## src/shared/isa_decode_pkg.sv

```systemverilog
/*
 * constants and carrier types for the memory-mode address decode block
 * and its serial loader for the external upper-address decoder.
 * assumes a 20 MHz core clock and a 16-bit host register port.
 */
package isa_decode_pkg;
    // ==========================================================
    // register offsets
    localparam logic [11:0] OFS_IO_BASE = 12'h020;
    localparam logic [11:0] OFS_MEM_LOW = 12'h02C;
    localparam logic [11:0] OFS_MEM_HIGH = 12'h02E;
    localparam logic [11:0] OFS_EXT_PROG = 12'h040;
    localparam logic [11:0] OFS_HOST_BUS_CONTROL = 12'h044;
    localparam logic [11:0] OFS_STATUS = 12'h046;
    // ==========================================================
    // field positions
    localparam int BIT_MEM_ENABLE = 10;
    localparam int BIT_EXT_SELECT = 10;
    localparam int EXT_VALUE_W = 4;
    localparam int MEM_ADDR_W = 20;
    localparam int MEM_IGNORED_BITS = 12;
    localparam int IO_IGNORED_BITS = 4;
    localparam int STS_BUSY = 0;
    localparam int STS_EXT_PRESENT = 1;
    localparam int STS_ADDR_LOADED = 2;
    // ==========================================================
    // reset values
    localparam logic [15:0] IO_BASE_RESET = 16'h0300;
    localparam logic [15:0] REG_ZERO_RESET = 16'h0000;
    // ==========================================================
    // serial load frame: start bit, opcode, then the value msb first
    localparam logic START_BIT = 1'b1;
    localparam logic [4:0] PROGRAM_DISABLE_OPCODE = 5'h00;
    localparam int FRAME_BITS = 1 + 5 + EXT_VALUE_W;
    // ==========================================================
    // timing
    localparam int MCLK_PERIOD_NS = 50;
    localparam int SERIAL_BIT_NS = 1000;
    localparam int SERIAL_HALF_CYCLES_RAW = SERIAL_BIT_NS / MCLK_PERIOD_NS / 2;
    localparam int SERIAL_HALF_CYCLES = (SERIAL_HALF_CYCLES_RAW < 1) ? 1 : SERIAL_HALF_CYCLES_RAW;
    // ==========================================================
    // types
    typedef struct packed {
        logic wr;
        logic rd;
        logic [11:0] offset;
        logic [15:0] wdata;
    } reg_req_t;

    typedef enum logic [1:0] {
        SH_IDLE = 2'b00,
        SH_CLK_LOW = 2'b01,
        SH_CLK_HIGH = 2'b10
    } shift_state_t;
endpackage

```

## src/verilog/ext_decoder_loader.sv

```systemverilog
/*
 * serial loader: shifts a start bit, the program-disable opcode and a
 * 4-bit upper-address value out on serial clock and data, holding the
 * external-logic select low for the whole frame.
 * assumes an asynchronous active-low reset already released cleanly.
 */
`timescale 1ns/10ps
`default_nettype none
module ext_decoder_loader import isa_decode_pkg::*; #(
    parameter int HALF_CYCLES = SERIAL_HALF_CYCLES
) (
    input wire logic i_mclk,
    input wire logic i_rst_n,
    input wire logic i_start,
    input wire logic [EXT_VALUE_W-1:0] i_value,
    output logic o_sclk,
    output logic o_sdata,
    output logic o_select_n,
    output logic o_busy,
    output logic o_done
);
    typedef struct packed {
        shift_state_t state;
        logic [7:0] div;
        logic [3:0] count;
        logic [FRAME_BITS-1:0] frame;
        logic sclk;
        logic sdata;
        logic select_n;
        logic done;
    } loader_state_t;

    localparam logic [7:0] DIV_LAST = 8'(HALF_CYCLES - 1);
    localparam logic [3:0] COUNT_LAST = 4'(FRAME_BITS - 1);

    loader_state_t st;
    loader_state_t next_st;

    // ==========================================================
    // frame sequencing
    always_comb begin
        next_st = st;
        next_st.done = 1'b0;
        case (st.state)
            SH_IDLE: begin
                next_st.sclk = 1'b0;
                next_st.select_n = 1'b1;
                if (i_start) begin
                    next_st.frame = {START_BIT, PROGRAM_DISABLE_OPCODE, i_value};
                    next_st.state = SH_CLK_LOW;
                    next_st.div = 8'h00;
                    next_st.count = 4'h0;
                    next_st.select_n = 1'b0;
                    next_st.sdata = START_BIT;
                end
            end
            SH_CLK_LOW: begin
                next_st.sclk = 1'b0;
                next_st.sdata = st.frame[FRAME_BITS-1];
                if (st.div == DIV_LAST) begin
                    next_st.div = 8'h00;
                    next_st.sclk = 1'b1;
                    next_st.state = SH_CLK_HIGH;
                end else begin
                    next_st.div = st.div + 8'h01;
                end
            end
            SH_CLK_HIGH: begin
                if (st.div == DIV_LAST) begin
                    next_st.div = 8'h00;
                    next_st.sclk = 1'b0;
                    next_st.frame = {st.frame[FRAME_BITS-2:0], 1'b0};
                    if (st.count == COUNT_LAST) begin
                        next_st.state = SH_IDLE;
                        next_st.select_n = 1'b1;
                        next_st.done = 1'b1;
                    end else begin
                        next_st.count = st.count + 4'h1;
                        next_st.sdata = st.frame[FRAME_BITS-2];
                        next_st.state = SH_CLK_LOW;
                    end
                end else begin
                    next_st.div = st.div + 8'h01;
                end
            end
            default: begin
                next_st.state = SH_IDLE;
            end
        endcase
    end

    always_ff @(posedge i_mclk or negedge i_rst_n) begin
        if (!i_rst_n) begin
            st <= '{state: SH_IDLE, div: 8'h00, count: 4'h0, frame: '0,
                    sclk: 1'b0, sdata: 1'b0, select_n: 1'b1, done: 1'b0};
        end else begin
            st <= next_st;
        end
    end

    assign o_sclk = st.sclk;
    assign o_sdata = st.sdata;
    assign o_select_n = st.select_n;
    assign o_busy = (st.state != SH_IDLE);
    assign o_done = st.done;
endmodule
`default_nettype wire

```

## src/verilog/isa_mem_decode.sv

```systemverilog
/*
 * memory-mode and i/o address decode of the bus interface, its host
 * registers, the reset-time strap of the external-logic select pin and
 * the loader for the external upper-address decoder.
 * assumes the host register port and bus cycle inputs are synchronous
 * to i_mclk; the external decoder shifts on rising serial clock.
 */
`timescale 1ns/10ps
`default_nettype none
module isa_mem_decode import isa_decode_pkg::*; #(
    parameter int HALF_CYCLES = SERIAL_HALF_CYCLES
) (
    input wire logic i_mclk,
    input wire logic i_rst_n,
    input wire logic i_reg_wr,
    input wire logic i_reg_rd,
    input wire logic [11:0] i_reg_offset,
    input wire logic [15:0] i_reg_wdata,
    output logic [15:0] o_reg_rdata,
    input wire logic i_io_cycle,
    input wire logic [15:0] i_io_addr,
    output logic o_io_claim,
    input wire logic i_mem_cycle,
    input wire logic [MEM_ADDR_W-1:0] i_mem_addr,
    input wire logic i_device_select_in_n,
    output logic o_mem_claim,
    input wire logic i_ext_logic_select_pin,
    output logic o_ext_logic_select_pin,
    output logic o_ext_logic_select_pin_oe,
    output logic o_serial_mem_select,
    output logic o_serial_mem_clock,
    output logic o_serial_mem_data_out,
    output logic o_ext_logic_present
);
    typedef struct packed {
        logic [15:0] io_base;
        logic [15:0] mem_low;
        logic [15:0] mem_high;
        logic [15:0] ext_prog;
        logic [15:0] host_bus_control;
        logic strap_done;
        logic ext_present;
        logic addr_loaded;
        logic start;
        logic [15:0] rdata;
        logic io_claim;
        logic mem_claim;
        logic pin_oe;
    } top_state_t;

    logic [1:0] rst_sync;
    logic rst_n;
    reg_req_t req;
    top_state_t st;
    top_state_t next_st;
    logic ld_busy;
    logic ld_done;
    logic ld_select_n;
    logic [MEM_ADDR_W-1:0] mem_base;

    // ==========================================================
    // reset release
    always_ff @(posedge i_mclk or negedge i_rst_n) begin
        if (!i_rst_n) begin
            rst_sync <= 2'b00;
        end else begin
            rst_sync <= {rst_sync[0], 1'b1};
        end
    end
    assign rst_n = rst_sync[1];

    assign req = '{wr: i_reg_wr, rd: i_reg_rd, offset: i_reg_offset, wdata: i_reg_wdata};
    assign mem_base = {st.mem_high[MEM_ADDR_W-17:0], st.mem_low};

    // ==========================================================
    // registers, decode and strap
    always_comb begin
        next_st = st;
        next_st.start = 1'b0;
        if (!st.strap_done) begin
            next_st.strap_done = 1'b1;
            next_st.ext_present = i_ext_logic_select_pin;
        end
        next_st.pin_oe = st.strap_done;
        if (req.wr) begin
            case (req.offset)
                OFS_IO_BASE: next_st.io_base = req.wdata;
                OFS_MEM_LOW: next_st.mem_low = req.wdata;
                OFS_MEM_HIGH: next_st.mem_high = req.wdata;
                OFS_HOST_BUS_CONTROL: next_st.host_bus_control = req.wdata;
                OFS_EXT_PROG: begin
                    if (!ld_busy) begin
                        next_st.ext_prog = req.wdata;
                        if (req.wdata[BIT_EXT_SELECT]) begin
                            next_st.start = 1'b1;
                            next_st.addr_loaded = 1'b0;
                        end
                    end
                end
                default: begin
                end
            endcase
        end
        // a finishing frame wins over a new load starting in the same cycle
        if (ld_done) begin
            next_st.addr_loaded = 1'b1;
        end
        if (req.rd) begin
            case (req.offset)
                OFS_IO_BASE: next_st.rdata = st.io_base;
                OFS_MEM_LOW: next_st.rdata = st.mem_low;
                OFS_MEM_HIGH: next_st.rdata = st.mem_high;
                OFS_EXT_PROG: next_st.rdata = st.ext_prog;
                OFS_HOST_BUS_CONTROL: next_st.rdata = st.host_bus_control;
                OFS_STATUS: begin
                    next_st.rdata = 16'h0000;
                    next_st.rdata[STS_BUSY] = ld_busy;
                    next_st.rdata[STS_EXT_PRESENT] = st.ext_present;
                    next_st.rdata[STS_ADDR_LOADED] = st.addr_loaded;
                end
                default: next_st.rdata = 16'h0000;
            endcase
        end
        next_st.io_claim = i_io_cycle
            && (i_io_addr[15:IO_IGNORED_BITS] == st.io_base[15:IO_IGNORED_BITS]);
        next_st.mem_claim = i_mem_cycle
            && st.host_bus_control[BIT_MEM_ENABLE]
            && !i_device_select_in_n
            && (i_mem_addr[MEM_ADDR_W-1:MEM_IGNORED_BITS]
                == mem_base[MEM_ADDR_W-1:MEM_IGNORED_BITS]);
    end

    always_ff @(posedge i_mclk or negedge rst_n) begin
        if (!rst_n) begin
            st <= '{io_base: IO_BASE_RESET, mem_low: REG_ZERO_RESET,
                    mem_high: REG_ZERO_RESET, ext_prog: REG_ZERO_RESET,
                    host_bus_control: REG_ZERO_RESET, strap_done: 1'b0, ext_present: 1'b0,
                    addr_loaded: 1'b0, start: 1'b0, rdata: 16'h0000,
                    io_claim: 1'b0, mem_claim: 1'b0, pin_oe: 1'b0};
        end else begin
            st <= next_st;
        end
    end

    // ==========================================================
    // serial loader for the external decoder
    ext_decoder_loader #(
        .HALF_CYCLES(HALF_CYCLES)
    ) u_loader (
        .i_mclk(i_mclk),
        .i_rst_n(rst_n),
        .i_start(st.start),
        .i_value(st.ext_prog[EXT_VALUE_W-1:0]),
        .o_sclk(o_serial_mem_clock),
        .o_sdata(o_serial_mem_data_out),
        .o_select_n(ld_select_n),
        .o_busy(ld_busy),
        .o_done(ld_done)
    );

    // ==========================================================
    // outputs
    assign o_reg_rdata = st.rdata;
    assign o_io_claim = st.io_claim;
    assign o_mem_claim = st.mem_claim;
    assign o_ext_logic_select_pin = ld_select_n;
    assign o_ext_logic_select_pin_oe = st.pin_oe;
    assign o_serial_mem_select = 1'b0;
    assign o_ext_logic_present = st.ext_present;
endmodule
`default_nettype wire
```

## config.mk

```make
export PLATFORM = sky130hd
export DESIGN_NAME = isa_mem_decode
export DESIGN_NICKNAME = d
export VERILOG_FILES = /design/src/shared/isa_decode_pkg.sv /design/src/verilog/ext_decoder_loader.sv /design/src/verilog/isa_mem_decode.sv
export SDC_FILE = /design/constraint.sdc
export NUM_CORES = 1
export LEC_CHECK = 0
export ABC_AREA = 1
export BUFFER_PORTS_ARGS = -buffer_cell sky130_fd_sc_hd__buf_2
export CAP_MARGIN = 20
export CORE_ASPECT_RATIO = 1.2
export CORE_MARGIN = 10
export CORE_UTILIZATION = 62
export DETAILED_ROUTE_END_ITERATION = 16
export PLACE_DENSITY = 0.89
export SETUP_SLACK_MARGIN = 0.1
export SLEW_MARGIN = 40
export SYNTH_ARGS = -nofsm -noshare
export SYNTH_HDL_FRONTEND = slang
export SYNTH_SLANG_ARGS = --single-unit
export TNS_END_PERCENT = 50
```

## constraint.sdc

```tcl
create_clock -name i_mclk -period 8.6 [get_ports i_mclk]
set_clock_uncertainty 0.1 [all_clocks]
set_input_delay 1.29 -clock i_mclk [delete_from_list [all_inputs] [get_ports i_mclk]]
set_output_delay 1.29 -clock i_mclk [all_outputs]
set_load 0.01 [all_outputs]
```

==> run_results.csv <==
group,metric,value,unit
status,status,"finished clean",
yosys,yosysSeqAreaShare,50.4,%
global_routing,antenna_found_initial,0,
layout,design_area,7460,um^2
critical_path,worstSetupPathType,"primary input to register",
critical_path,crit_family,"simple AND/OR/NAND/NOR gates",
route,antenna_left,0,
yosys,ys_seq_elements,133,
timing,hold_viol,0,
clock_tree,clk_path_buf_depth,2,
route,drt_iter0_markers,490,
clock_tree,cts_num_sinks,133,
layout,area_delta_synth_final,12.8,%
pwr,leakagePower,0.00372,uW
critical_path,cp.required,8810,ps
critical_path,slowest_delay,640,ps
critical_path,arrival,3280,ps
critical_path,cp-start-kind,"primary input",
timing,max-slew-margin-rel,49.9,%
placement,io_buffer_count,78,
timing,finalCritPeriodShare,35.8,%
critical_path,crit_chain,"buf_2 > nor2_1 > inv_1 > nor2_2 > nand3_2 > o21ai_0",
placement,placed_area,6860,um^2
timing,tns,0,ps
route,viasPerCell,5.81,
global_routing,grt_overflow,0,
floorplan,row_count,41,
floorplan,dieArea,15200,um^2
floorplan,start_util,63.2,%
job,max-cap-violations,0,
clock_tree,clk_pin_slew,50,ps
pwr,p_per_area,214,nW/um^2
timing,worst_pin_slew,752,ps
clock_tree,insertion_delay,420,ps
route,vias,5622,
critical_path,crit_path_max_fanout,32,
clock_tree,cts_root_buf,"clkbuf_16",
clock_tree,cts_hold_buffers,0,
timing,max_freq,325,MHz
timing,setup_viol,0,
floorplan,die_w,114,um
floorplan,io_pins,96,
route,avgRoutedWirePerCell,16.8,um
yosys,netlist_area,6610,um^2
clock_tree,htree_levels,4,
worst_hold_path,holdCritPathClass,"register to register",
yosys,syn_inst,780,
floorplan,coreArea,10500,um^2
critical_path,slowest_stage,"nand3_2",
global_routing,grt.total_usage,21.5,%
global_routing,grt_pass1_vias,5596,
placement,dp_hpwl,10600,um
clock_tree,numCtsBuffers,17,
route,first_pass_iters,6,
clock_tree,post_cts_buffers,0,
layout,drive_gt1_share,18.1,%
timing,rsz0062_at_grt,"no",
clock_tree,tritoncts,"built",
pwr,irDropWorstVdd,0.000138,V
layout,num_antenna_cells,0,
floorplan,die_y,133,um
yosys,synth_cell_types,40,
timing,slew_viol_final,0,
yosys,avgSynthCellArea,8.48,um^2
yosys,yosysWarnings,0,
clock_tree,ctsResizeCount,0,
global_routing,grt_pass1_wl,26800,um
timing,min_period,3080,ps
layout,fin_nets,909,
route,wl,16200,um
global_routing,grt_max_degree,73,
route,drc_errors,0,
placement,place_congestion,0.854,
critical_path,cp_num_buf_inv,2,
critical_path,crit_path_end_kind,"register",
==> cell type report <==
cell class                      count  area (um^2)
Inverter                           61          231
Timing Repair Buffer               79          402
Multi-Input combinational cell    536         2750
Sequential cell                   133         3340
Clock buffer                       22          484
Clock inverter                      8          100
Fill cell                         772         3010
Tap cell                          129          161
==> per-layer routing <==
metal  share of wire [%]  GRT usage (%)
met5                   0              0
met2                  51           36.3
met4                 1.6           6.83
met3                 6.5           5.93
met1                  41           25.9
==> cell usage after synthesis (all sizes together) <==
| library cell | count | area share, % |
|---|---|---|
| a221oi | 5 | 0.66 |
| dfstp | 3 | 1.2 |
| xnor2 | 7 | 0.93 |
| nor2 | 58 | 4.0 |
| a22o | 1 | 0.13 |
| nand4 | 13 | 1.3 |
| mux2i | 1 | 0.15 |
| nor3 | 7 | 0.53 |
| xor2 | 4 | 0.53 |
| nand2 | 186 | 11 |
| o21ai | 110 | 9.1 |
| dfrtp | 130 | 49 |
| ha | 9 | 1.7 |
| or2 | 3 | 0.28 |
| o22ai | 5 | 0.47 |
| clkbuf | 4 | 0.23 |
| inv | 61 | 3.5 |
| and3 | 2 | 0.19 |
| o21bai | 2 | 0.23 |
| nand3 | 108 | 8.9 |
| buf | 47 | 4.7 |
| nor3b | 2 | 0.23 |
| a21oi | 9 | 0.74 |
| conb | 2 | 0.11 |
| nand3b | 1 | 0.11 |
==> state kept, by name, indices dropped and copies added, names as in the netlist <==
signal and cells:
next_st 1, o_io_claim 1, o_mem_claim 1, u_loader.st 24
st 62, u_loader.o_select_n 1, mem_base 20, u_loader.o_sclk 1
o_ext_logic_select_pin_oe 1, u_loader.o_sdata 1, o_ext_logic_present 1, o_reg_rdata 16
u_loader.o_done 1, rst_sync 2
==> kinds of logic (layout without fill, tap and decap cells) <==
family	count (synthesis)	in the layout	share of synthesized area, %
and+or+nand+nor	380	380	26.4
DFF	133	133	50.4
AOI/OAI and AO/OA	132	132	11.4
buffers and inverters	112	170	8.38
xor gates and xnor gates	11	11	1.46
adders and majority gates	9	9	1.70
other	2	3	0.114
muxes	1	1	0.151
==> metrics by stage <==
step	setup WS [ps]	hold WS (ps)	cells	total power, uW	util, %
3_5_place_dp	5160	240	938	888	65.6
2_1_floorplan	4530	231	781	838	-
5_1_grt	5330	255	968	1650	71.3
3_3_place_gp	5250	236	938	882	65.5
6_report	5520	251	968	1590	71.3
4_1_cts	5580	252	968	1590	71.2
==> cells in the final DEF, fill, tap and decap left out, types with 5 or more instances in the layout <==
cell type  Yosys  routed
nor2_1        48      45
nor2_4         5       5
o21ai_2       11      11
a21oi_1        8       8
xnor2_1        7       7
ha_1           9       9
o21ai_0       36      36
nand4_1       12      12
buf_2         23      78
nor3_1         7       7
clkbuf_16      0      17
nor2_2         5       8
a221oi_1       5       5
inv_1         59      59
nand3_1      102     102
o22ai_1        5       5
dfrtp_1      130     129
o21ai_1       62      62
nand2_1      182     182
==> worst paths after layout <==
kind                                                   from                          end  slack (ps)  depth (start not counted)
worst min-delay path                  rst_sync[0]$_DFF_PN0_        rst_sync[1]$_DFF_PN0_         250                          0
worst max-delay path                        i_reg_offset[4]           st[93]$_DFFE_PN0P_        5520                          6
worst max register to register  u_loader.st[26]$_DFFE_PN0P_  u_loader.st[24]$_DFFE_PN0P_        6270                          7
max in group asynchronous             rst_sync[1]$_DFF_PN0_  u_loader.st[23]$_DFFE_PN0P_        7020                          1
min in group asynchronous             rst_sync[1]$_DFF_PN0_      mem_base[2]$_DFFE_PN0P_         290                          0
worst min register to register        rst_sync[0]$_DFF_PN0_        rst_sync[1]$_DFF_PN0_         250                          0
==> power breakdown <==
| part | total [uW] | internal (uW) | switching (uW) |
|---|---|---|---|
| Combinational | 218 | 64.7 | 153 |
| Clock | 711 | 453 | 257 |
| Sequential | 665 | 645 | 20.5 |
No activity file was read; power rests on OpenSTA's default activity.
